`src/core/rss_pkg.sv`:
```
// Constants, types and register map of the rotate/subtract/skip datapath
// Notes on behaviour
// [RQ1] Rotate left via carry: carry in, bit7 out
// [RQ2] Accumulator form: memory kept, carry from bit7
// [RQ3] Rotate right wraps bit0 to bit7, flags kept
// [RQ4] Rotate right to accumulator, memory kept
// [RQ5] Rotate right via carry: carry in, bit0 out
// [RQ6] Accumulator form: memory kept, carry from bit0
// [RQ7] Subtract with borrow: acc minus mem minus not-C
// [RQ8] Carry cleared on negative, set otherwise
// [RQ9] Subtracts update overflow, zero, aux-carry and carry
// [RQ10] Subtract into memory stores difference in memory
// [RQ11] Immediate subtract: acc minus immediate into acc
// [RQ12] Decrement memory, skip on zero, flags kept
// [RQ13] Decrement to accumulator, memory kept, skip on zero
// [RQ14] Increment to memory or accumulator, skip on zero
// [RQ15] Skip when selected bit is one
// [RQ16] Skip when selected bit is zero
// [RQ17] Skip on zero byte; move form loads accumulator
// [RQ18] Taken skip costs a second, dummy cycle
// [RQ19] Set byte to all ones or one bit
// [RQ20] Swap nibbles, accumulator form keeps memory
// [RQ21] Table read: low byte to memory, high latch
// [RQ22] Exclusive-or to acc or memory, zero flag only
// [RQ23] Zero flag from result; unlisted flags keep value
package rss_pkg;

  // ==================================================
  // Register map (byte addresses)
  localparam logic [11:0] RSS_OFF_INSTR = 12'h000;
  localparam logic [11:0] RSS_OFF_ACC = 12'h004;
  localparam logic [11:0] RSS_OFF_STATUS = 12'h008;
  localparam logic [11:0] RSS_OFF_TPTR = 12'h00c;
  localparam logic [11:0] RSS_OFF_THI = 12'h010;
  localparam logic [11:0] RSS_OFF_PAGE = 12'h014;
  localparam logic [11:0] RSS_OFF_MEM = 12'h040;
  localparam int RSS_MEM_AW = 4;

  // ==================================================
  // Field positions
  localparam int RSS_INSTR_OP_LSB = 0;
  localparam int RSS_INSTR_BIT_LSB = 5;
  localparam int RSS_INSTR_ADR_LSB = 8;
  localparam int RSS_INSTR_IMM_LSB = 16;
  localparam int RSS_ST_C = 0;
  localparam int RSS_ST_AUX = 1;
  localparam int RSS_ST_Z = 2;
  localparam int RSS_ST_OVF = 3;
  localparam int RSS_ST_BUSY = 8;
  localparam int RSS_ST_SKIP = 9;

  // ==================================================
  // Reset values and fixed constants
  localparam logic [7:0] RSS_ACC_RST = 8'h00;
  localparam logic [7:0] RSS_TPTR_RST = 8'h00;
  localparam logic [7:0] RSS_THI_RST = 8'h00;
  localparam logic [7:0] RSS_PAGE_RST = 8'h00;
  localparam logic [7:0] RSS_LAST_PAGE = 8'hff;
  localparam logic [7:0] RSS_ALL_ONES = 8'hff;

  // ==================================================
  // Operations
  typedef enum logic [4:0] {
    rotate_left_via_carry = 5'h00, rotate_left_via_carry_to_acc = 5'h01,
    rotate_right = 5'h02, rotate_right_to_acc = 5'h03,
    rotate_right_via_carry = 5'h04, rotate_right_via_carry_to_acc = 5'h05,
    subtract_with_borrow = 5'h06, subtract_with_borrow_to_memory = 5'h07,
    subtract_plain = 5'h08, minus_into_memory = 5'h09, subtract_immediate = 5'h0a,
    decrement_skip_zero = 5'h0b, decrement_skip_zero_to_acc = 5'h0c,
    increment_skip_zero = 5'h0d, increment_skip_zero_to_acc = 5'h0e,
    skip_bit_nonzero = 5'h0f, skip_bit_zero = 5'h10,
    skip_if_zero = 5'h11, skip_if_zero_move_acc = 5'h12,
    set_byte = 5'h13, set_bit = 5'h14,
    nibble_exchange = 5'h15, nibble_exchange_to_acc = 5'h16,
    table_read_current_page = 5'h17, table_read_last_page = 5'h18,
    exclusive_or = 5'h19, exclusive_or_into_memory = 5'h1a, exclusive_or_immediate = 5'h1b
  } rss_op_t;

  typedef struct packed {
    logic ovf;
    logic z;
    logic aux;
    logic c;
  } rss_flags_t;

  typedef struct packed {
    logic [7:0] res;
    logic wr_acc;
    logic wr_mem;
    logic skip;
    logic tbl;
    rss_flags_t fl;
  } rss_alu_out_t;

  typedef enum logic [1:0] {
    st_idle = 2'b00,
    st_exec = 2'b01,
    st_dummy = 2'b11,
    st_table = 2'b10
  } rss_state_t;

endpackage : rss_pkg

```
`src/core/rss_core.sv`:
```
// APB-controlled execution unit for rotate, subtract, skip and table instructions
//
// Implementation choices: the address map and the APB slave port.
`timescale 1ns/1ps
module rss_core
  import rss_pkg::*;
#(
  parameter int MEM_AW = RSS_MEM_AW
) (
  input wire logic pclk,
  input wire logic presetn,
  input wire logic psel,
  input wire logic penable,
  input wire logic pwrite,
  input wire logic [11:0] paddr,
  input wire logic [31:0] pwdata,
  output logic [31:0] prdata,
  output logic pready,
  output logic pslverr,
  output logic [15:0] tbl_addr,
  input wire logic [15:0] tbl_word,
  output logic busy,
  output logic skip_pulse
);

  localparam int MEM_N = 1 << MEM_AW;

  // ==================================================
  // State
  rss_state_t state_r;
  rss_state_t state_nxt;
  logic [7:0] acc_r;
  rss_flags_t flags_r;
  logic [7:0] tptr_r;
  logic [7:0] thi_r;
  logic [7:0] page_r;
  logic [15:0] tbl_addr_r;
  logic skip_seen_r;
  rss_op_t op_r;
  logic [2:0] bit_r;
  logic [MEM_AW-1:0] adr_r;
  logic [7:0] imm_r;
  logic [7:0] mem_r [MEM_N];
  rss_alu_out_t alu;

  // ==================================================
  // APB decode
  wire logic acc_phase = psel & penable;
  wire logic in_mem = (paddr >= RSS_OFF_MEM) && (paddr < RSS_OFF_MEM + 12'(4 * MEM_N)) && (paddr[1:0] == 2'b00);
  wire logic [11:0] mem_off = paddr - RSS_OFF_MEM;
  wire logic [MEM_AW-1:0] bus_idx = mem_off[MEM_AW+1:2];
  wire logic hit_instr = (paddr == RSS_OFF_INSTR);
  wire logic hit_acc = (paddr == RSS_OFF_ACC);
  wire logic hit_status = (paddr == RSS_OFF_STATUS);
  wire logic hit_tptr = (paddr == RSS_OFF_TPTR);
  wire logic hit_thi = (paddr == RSS_OFF_THI);
  wire logic hit_page = (paddr == RSS_OFF_PAGE);
  wire logic mapped = hit_instr | hit_acc | hit_status | hit_tptr | hit_thi | hit_page | in_mem;
  wire logic idle = (state_r == st_idle);
  // Writes while an instruction runs are refused so the datapath owns the state
  wire logic wr_ok = acc_phase & pwrite & mapped & idle & ~hit_thi;
  wire logic wr_err = acc_phase & ((pwrite & ~wr_ok) | (~pwrite & ~mapped));
  wire logic launch = wr_ok & hit_instr;
  wire logic [31:0] status_word = {22'h000000, skip_seen_r, ~idle, 4'h0, flags_r.ovf, flags_r.z, flags_r.aux, flags_r.c};

  assign pready = 1'b1;
  assign pslverr = wr_err;
  assign busy = ~idle;
  assign skip_pulse = (state_r == st_dummy);
  assign tbl_addr = tbl_addr_r;

  // Read data mux
  always_comb begin
    prdata = 32'h00000000;
    if (acc_phase & ~pwrite) begin
      if (hit_instr)
        prdata = {8'h00, imm_r, 4'h0, 4'(adr_r), 3'(bit_r), 5'(op_r)};
      else if (hit_acc)
        prdata = {24'h000000, acc_r};
      else if (hit_status)
        prdata = status_word;
      else if (hit_tptr)
        prdata = {24'h000000, tptr_r};
      else if (hit_thi)
        prdata = {24'h000000, thi_r};
      else if (hit_page)
        prdata = {24'h000000, page_r};
      else if (in_mem)
        prdata = {24'h000000, mem_r[bus_idx]};
    end
  end

  // ==================================================
  // Datapath
  rss_alu u_alu (
    .op(op_r),
    .acc(acc_r),
    .mem(mem_r[adr_r]),
    .imm(imm_r),
    .bsel(bit_r),
    .fl_in(flags_r),
    .out(alu)
  );

  // ==================================================
  // Sequencer: execute, then dummy cycle for a taken skip or table cycle for a table fetch
  always_comb begin
    state_nxt = state_r;
    unique case (state_r)
      st_idle: if (launch) state_nxt = st_exec;
      st_exec: begin
        if (alu.tbl)
          state_nxt = st_table;
        else if (alu.skip)
          state_nxt = st_dummy; // see [RQ18]
        else
          state_nxt = st_idle;
      end
      st_table: state_nxt = st_idle;
      st_dummy: state_nxt = st_idle; // see [RQ18]
    endcase
  end

  always_ff @(posedge pclk or negedge presetn) begin
    if (!presetn) state_r <= st_idle;
    else state_r <= state_nxt;
  end

  // Instruction latch
  always_ff @(posedge pclk or negedge presetn) begin
    if (!presetn) begin
      op_r <= rotate_right;
      bit_r <= 3'h0;
      adr_r <= '0;
      imm_r <= 8'h00;
    end else if (launch) begin
      op_r <= rss_op_t'(pwdata[RSS_INSTR_OP_LSB +: 5]);
      bit_r <= pwdata[RSS_INSTR_BIT_LSB +: 3];
      adr_r <= pwdata[RSS_INSTR_ADR_LSB +: MEM_AW];
      imm_r <= pwdata[RSS_INSTR_IMM_LSB +: 8];
    end
  end

  // Accumulator
  always_ff @(posedge pclk or negedge presetn) begin
    if (!presetn) acc_r <= RSS_ACC_RST;
    else if (wr_ok & hit_acc) acc_r <= pwdata[7:0];
    else if ((state_r == st_exec) & alu.wr_acc) acc_r <= alu.res; // see [RQ2] see [RQ17]
  end

  // Flags: datapath updates only listed flags
  always_ff @(posedge pclk or negedge presetn) begin
    if (!presetn) flags_r <= '0;
    else if (wr_ok & hit_status) flags_r <= {pwdata[RSS_ST_OVF], pwdata[RSS_ST_Z], pwdata[RSS_ST_AUX], pwdata[RSS_ST_C]};
    else if (state_r == st_exec) flags_r <= alu.fl; // see [RQ23]
  end

  // Sticky skip indicator; a new skip wins over a clear
  always_ff @(posedge pclk or negedge presetn) begin
    if (!presetn) skip_seen_r <= 1'b0;
    else if (state_r == st_dummy) skip_seen_r <= 1'b1;
    else if (wr_ok & hit_status & pwdata[RSS_ST_SKIP]) skip_seen_r <= 1'b0;
  end

  // Table pointer, page and fetch address
  always_ff @(posedge pclk or negedge presetn) begin
    if (!presetn) begin
      tptr_r <= RSS_TPTR_RST;
      page_r <= RSS_PAGE_RST;
      tbl_addr_r <= {RSS_PAGE_RST, RSS_TPTR_RST};
    end else begin
      if (wr_ok & hit_tptr) tptr_r <= pwdata[7:0];
      if (wr_ok & hit_page) page_r <= pwdata[7:0];
      if (state_r == st_exec && alu.tbl)
        tbl_addr_r <= {(op_r == table_read_last_page) ? RSS_LAST_PAGE : page_r, tptr_r}; // see [RQ21]
    end
  end

  // High-byte latch loads one cycle after the fetch address
  always_ff @(posedge pclk or negedge presetn) begin
    if (!presetn) thi_r <= RSS_THI_RST;
    else if (state_r == st_table) thi_r <= tbl_word[15:8]; // see [RQ21]
  end

  // ==================================================
  // Data memory: bus writes when idle, datapath writes otherwise
  always_ff @(posedge pclk) begin
    if (wr_ok & in_mem)
      mem_r[bus_idx] <= pwdata[7:0];
    else if (state_r == st_table)
      mem_r[adr_r] <= tbl_word[7:0]; // see [RQ21]
    else if ((state_r == st_exec) & alu.wr_mem)
      mem_r[adr_r] <= alu.res; // see [RQ1] see [RQ10] see [RQ12]
  end

endmodule : rss_core

```
`src/core/rss_alu.sv`:
```
// Combinational datapath for one instruction of the set
`timescale 1ns/1ps
module rss_alu
  import rss_pkg::*;
(
  input wire rss_op_t op,
  input wire logic [7:0] acc,
  input wire logic [7:0] mem,
  input wire logic [7:0] imm,
  input wire logic [2:0] bsel,
  input wire rss_flags_t fl_in,
  output rss_alu_out_t out
);

  // ==================================================
  // Subtract operands and flags
  wire logic sub_imm = (op == subtract_immediate);
  wire logic sub_brw = (op == subtract_with_borrow) || (op == subtract_with_borrow_to_memory);
  wire logic [7:0] sub_b = sub_imm ? imm : mem; // see [RQ11]
  wire logic borrow = sub_brw & ~fl_in.c; // see [RQ7]
  wire logic [8:0] diff = {1'b0, acc} - {1'b0, sub_b} - {8'h00, borrow};
  wire logic [4:0] ldiff = {1'b0, acc[3:0]} - {1'b0, sub_b[3:0]} - {4'h0, borrow};
  wire logic sub_ovf = (acc[7] != sub_b[7]) && (diff[7] != acc[7]);
  wire rss_flags_t sub_fl = '{ovf: sub_ovf, z: (diff[7:0] == 8'h00), aux: ~ldiff[4], c: ~diff[8]}; // see [RQ8] see [RQ9]
  wire logic [7:0] dec = mem - 8'h01;
  wire logic [7:0] inc = mem + 8'h01;
  wire logic mbit = mem[bsel];
  wire logic [7:0] onehot = 8'h01 << bsel;
  wire logic [7:0] xres = acc ^ ((op == exclusive_or_immediate) ? imm : mem);

  // Per-operation result, destination and flags
  always_comb begin
    out = '{res: mem, wr_acc: 1'b0, wr_mem: 1'b0, skip: 1'b0, tbl: 1'b0, fl: fl_in}; // see [RQ23]
    unique case (op)
      rotate_left_via_carry, rotate_left_via_carry_to_acc: begin
        out.res = {mem[6:0], fl_in.c}; // see [RQ1]
        out.fl.c = mem[7]; // see [RQ2]
        out.wr_acc = (op == rotate_left_via_carry_to_acc);
        out.wr_mem = (op == rotate_left_via_carry);
      end
      rotate_right, rotate_right_to_acc: begin
        out.res = {mem[0], mem[7:1]}; // see [RQ3]
        out.wr_acc = (op == rotate_right_to_acc); // see [RQ4]
        out.wr_mem = (op == rotate_right);
      end
      rotate_right_via_carry, rotate_right_via_carry_to_acc: begin
        out.res = {fl_in.c, mem[7:1]}; // see [RQ5]
        out.fl.c = mem[0]; // see [RQ6]
        out.wr_acc = (op == rotate_right_via_carry_to_acc);
        out.wr_mem = (op == rotate_right_via_carry);
      end
      subtract_with_borrow, subtract_with_borrow_to_memory, subtract_plain, minus_into_memory,
      subtract_immediate: begin
        out.res = diff[7:0];
        out.fl = sub_fl; // see [RQ9]
        out.wr_mem = (op == subtract_with_borrow_to_memory) || (op == minus_into_memory); // see [RQ10]
        out.wr_acc = ~out.wr_mem; // see [RQ7]
      end
      decrement_skip_zero, decrement_skip_zero_to_acc: begin
        out.res = dec;
        out.skip = (dec == 8'h00); // see [RQ12]
        out.wr_acc = (op == decrement_skip_zero_to_acc); // see [RQ13]
        out.wr_mem = (op == decrement_skip_zero);
      end
      increment_skip_zero, increment_skip_zero_to_acc: begin
        out.res = inc;
        out.skip = (inc == 8'h00); // see [RQ14]
        out.wr_acc = (op == increment_skip_zero_to_acc);
        out.wr_mem = (op == increment_skip_zero);
      end
      skip_bit_nonzero: out.skip = mbit; // see [RQ15]
      skip_bit_zero: out.skip = ~mbit; // see [RQ16]
      skip_if_zero, skip_if_zero_move_acc: begin
        out.skip = (mem == 8'h00); // see [RQ17]
        out.wr_acc = (op == skip_if_zero_move_acc);
      end
      set_byte: begin
        out.res = RSS_ALL_ONES; // see [RQ19]
        out.wr_mem = 1'b1;
      end
      set_bit: begin
        out.res = mem | onehot; // see [RQ19]
        out.wr_mem = 1'b1;
      end
      nibble_exchange, nibble_exchange_to_acc: begin
        out.res = {mem[3:0], mem[7:4]}; // see [RQ20]
        out.wr_acc = (op == nibble_exchange_to_acc);
        out.wr_mem = (op == nibble_exchange);
      end
      table_read_current_page, table_read_last_page: out.tbl = 1'b1; // see [RQ21]
      exclusive_or, exclusive_or_into_memory, exclusive_or_immediate: begin
        out.res = xres;
        out.fl.z = (xres == 8'h00); // see [RQ22]
        out.wr_mem = (op == exclusive_or_into_memory);
        out.wr_acc = ~out.wr_mem;
      end
      default: out.res = mem;
    endcase
  end

endmodule : rss_alu

```
`config.mk`:
```
export PLATFORM = sky130hd
export DESIGN_NAME = rss_core
export DESIGN_NICKNAME = d
export VERILOG_FILES = /design/src/core/rss_pkg.sv /design/src/core/rss_core.sv /design/src/core/rss_alu.sv
export SDC_FILE = /design/constraint.sdc
export NUM_CORES = 1
export LEC_CHECK = 0
export ABC_CLOCK_PERIOD_IN_PS = 6700
export BUFFER_PORTS_ARGS = -buffer_cell sky130_fd_sc_hd__buf_2
export CAP_MARGIN = 25
export CORE_ASPECT_RATIO = 1.75
export CORE_UTILIZATION = 25
export DETAILED_ROUTE_END_ITERATION = 6
export GPL_TIMING_DRIVEN = 0
export PLACE_DENSITY = 0.45
export REMOVE_ABC_BUFFERS = 1
export SYNTH_ARGS = -nofsm -noshare
export SYNTH_HDL_FRONTEND = slang
export SYNTH_SLANG_ARGS = --single-unit
```
`constraint.sdc`:
```
create_clock -name pclk -period 6.7 [get_ports pclk]
set_input_delay 1.675 -clock pclk [delete_from_list [all_inputs] [get_ports pclk]]
set_output_delay 1.675 -clock pclk [all_outputs]
set_load 0.02 [all_outputs]
```
==> reports/metrics.yaml <==
clock_path_buffers: 3
syn-cell-area_mm2: 0.0126
grt_usage_pct: 18.1
outcome: "completed"
rows: 108
wirelength_um: 46200
crit_start: "paddr[10]"
leakagePower_nw: 5.42
num_vias: 9819
drt_iter0_markers: 751
fin_crit_ps: 6440
min_from: "thi_r[4]"
vdd_drop_max_v: 0.000138
viasPerCell: 5.27
hp-class: "flip-flop to flip-flop"
dr.pass1.iters: 6
antenna_found_initial: 2
fin_crit_sh_pct: 96.2
arrival_ps: 4770
worst_hold_slack_ps: 481
initial_core_util_pct: 25.3
yosysTopAreaCellShare_pct: 30.6
r2r-start: "op_r[0]"
grt_pass1_vias: 9973
n_fill_cell: 5149
die_h_um: 299
min_path_cells: 2
coreArea_mm2: 0.0496
fp.dieW_um: 171
setup_violations: 0
synth-seq-area-share_pct: 45.5
dieArea_mm2: 0.0512
cts_tree: "yes"
maxCapViolCount: 0
area_delta_synth_final_pct: 15.9
reg2reg_depth: 14
ioPinCount: 117
synth_edf_count: 128
multi_input_area_mm2: 0.00631
finalPower_mw: 2.63
layout_common_cells: "edfxtp_1, nand2_1, buf_2"
avgSynthCellArea_um2: 11.2
synth_ff_type: "edfxtp_1"
grt-ovfl-total: 0
critPathKind: "input pin to output port"
ys_types: 80
cts-root-buf: "clkbuf_16"
clock_sinks: 203
wl_per_cell_um: 24.8
power_density_mw_per_mm2: 180
setup_slack_ps: 256
nets: 1275
postCtsHoldBufs: 0
insertion_delay_ps: 540
ys_seq_elements: 203
slew_violations: 0
dp_hpwl_um: 35700
drive_gt1_share_pct: 25.3
tns_ps: 0
tightestPinTransition_ps: 1030
fmax_mhz: 155
io_buffer_count: 91
finalWeightedCongestion: 0.948
insertedDiodeCount: 0
yosys.area.top_type: "edfxtp_1"
relSlewSlack_pct: 30.7
synthArstFlopShare_pct: 36.9
clkSlewWorstSetupHoldPaths_ps: 70
rsz0062_at_grt: "false"
antenna_left: 0
final_core_util_pct: 29.4
preCtsSetupSlack_ps: 92.7
startpoint_type: "input pin"
required_ps: 5030
ys_top_cells_by_area: "edfxtp_1, dfrtp_1, mux4_2"
grt_start_max_net_pins: 51
regArea_mm2: 0.00572
numCtsBuffers: 20
fin_worst_skew_ps: 23.5
synthCells: 1119
yosysWarnings: 0
grt_pass1_wl_um: 67400
htreeDepth: 1
drc_errors: 0
end_kind: "output port"
crit_fanout: 10
hold_viol_final: 0
final_common_cell: "edfxtp_1"
[timing repair]
item | 4_1_cts | 5_1_grt
setup endpoints to repair | 0 | 9
buffers inserted | 0 | 0
resized for setup | 0 | 1
[worst paths after layout]
kind	end	slack, ps
min in group asynchronous	page_r[1]	1080
hold / removal	thi_r[4]	480
setup reg to reg	mem_r[7][4]	640
hold reg to reg	thi_r[4]	480
max in group asynchronous	adr_r[0]	4970
setup / recovery	prdata[11]	260
[metrics by stage]
step                      instance area, um^2  instances
after floorplan                         12200       1042
after global placement                  13400       1793
after detailed placement                13800       1824
after CTS                               14500       1860
after global routing                    14600       1864
final                                   14600       1864
[Yosys cell counts (4+ instances only)]
master,instances
or4_1,4
buf_1,9
inv_1,33
nor3_1,20
nand3b_1,4
buf_4,16
nand2b_1,15
ha_1,18
xnor2_1,25
and2_1,20
nor2_1,88
or3_1,9
o221ai_1,4
mux2_2,48
nand2_1,111
a211oi_1,7
a21o_1,6
or2_2,4
mux2i_1,25
xor2_1,7
a31oi_1,16
buf_2,17
nor2b_1,13
o21ai_0,58
nand4_1,11
o22ai_1,6
and3_1,7
a221oi_1,11
dfrtp_1,74
o211ai_1,9
mux4_2,71
nand3_1,33
o2111ai_1,4
nor4_1,4
a21oi_1,54
a22oi_1,19
o31ai_1,7
clkbuf_1,42
edfxtp_1,128
[critical path, cell delays in order]
cell and delay (ps):
buf_2 90, or4_1 530, nor4_2 490, nand3b_1 510, nor2_1 410, nand2_1 310
nor3_1 490, buf_2 250
[power by group]
part           total [mW]  switching, mW  internal [mW]
Combinational       0.132         0.0828         0.0489
Sequential           1.33       0.000445           1.33
Clock                1.16          0.536          0.625
Total                2.63          0.619           2.01
[flip-flops by register name, indices dropped and copies added (netlist names), 5 cells and up]
register,flops
acc_r,8
thi_r,8
imm_r,8
tptr_r,8
op_r,5
page_r,8
mem_r,128
tbl_addr,16
[cells by family (layout without fill, tap and decap cells)]
logic type | after synthesis | after routing | synth area share, %
buffers and inverters | 123 | 197 | 4.63
other | 2 | 13 | 0.0598
AND/OR/NAND/NOR | 362 | 362 | 14.1
multiplexers | 144 | 144 | 19.0
AO/OA/AOI/OAI | 232 | 232 | 12.3
flip-flops | 203 | 203 | 45.5
adder cells (fa/ha/maj) | 21 | 21 | 2.19
XOR/XNOR | 32 | 32 | 2.23
[metal layers]
| metal | vias up | wire length [um] | track usage, % |
|---|---|---|---|
| li1 | 4359 | - | - |
| met1 | 4953 | 15700 | 18.6 |
| met2 | 362 | 24800 | 33.7 |
| met3 | 141 | 2080 | 2.09 |
| met4 | 4 | 3550 | 12.3 |
| met5 | - | 27 | 0 |
[cell type report]
cell class	count	share of cell area [%]
inverters	35	0.902
repair buffers	126	6.24
clock buffers	24	3.68
multi-input cells	804	43.3
well taps	660	5.67
clock inverters	12	0.876
flip-flops and latches	203	39.3
Note: power is estimated with default switching activity, not from simulation.
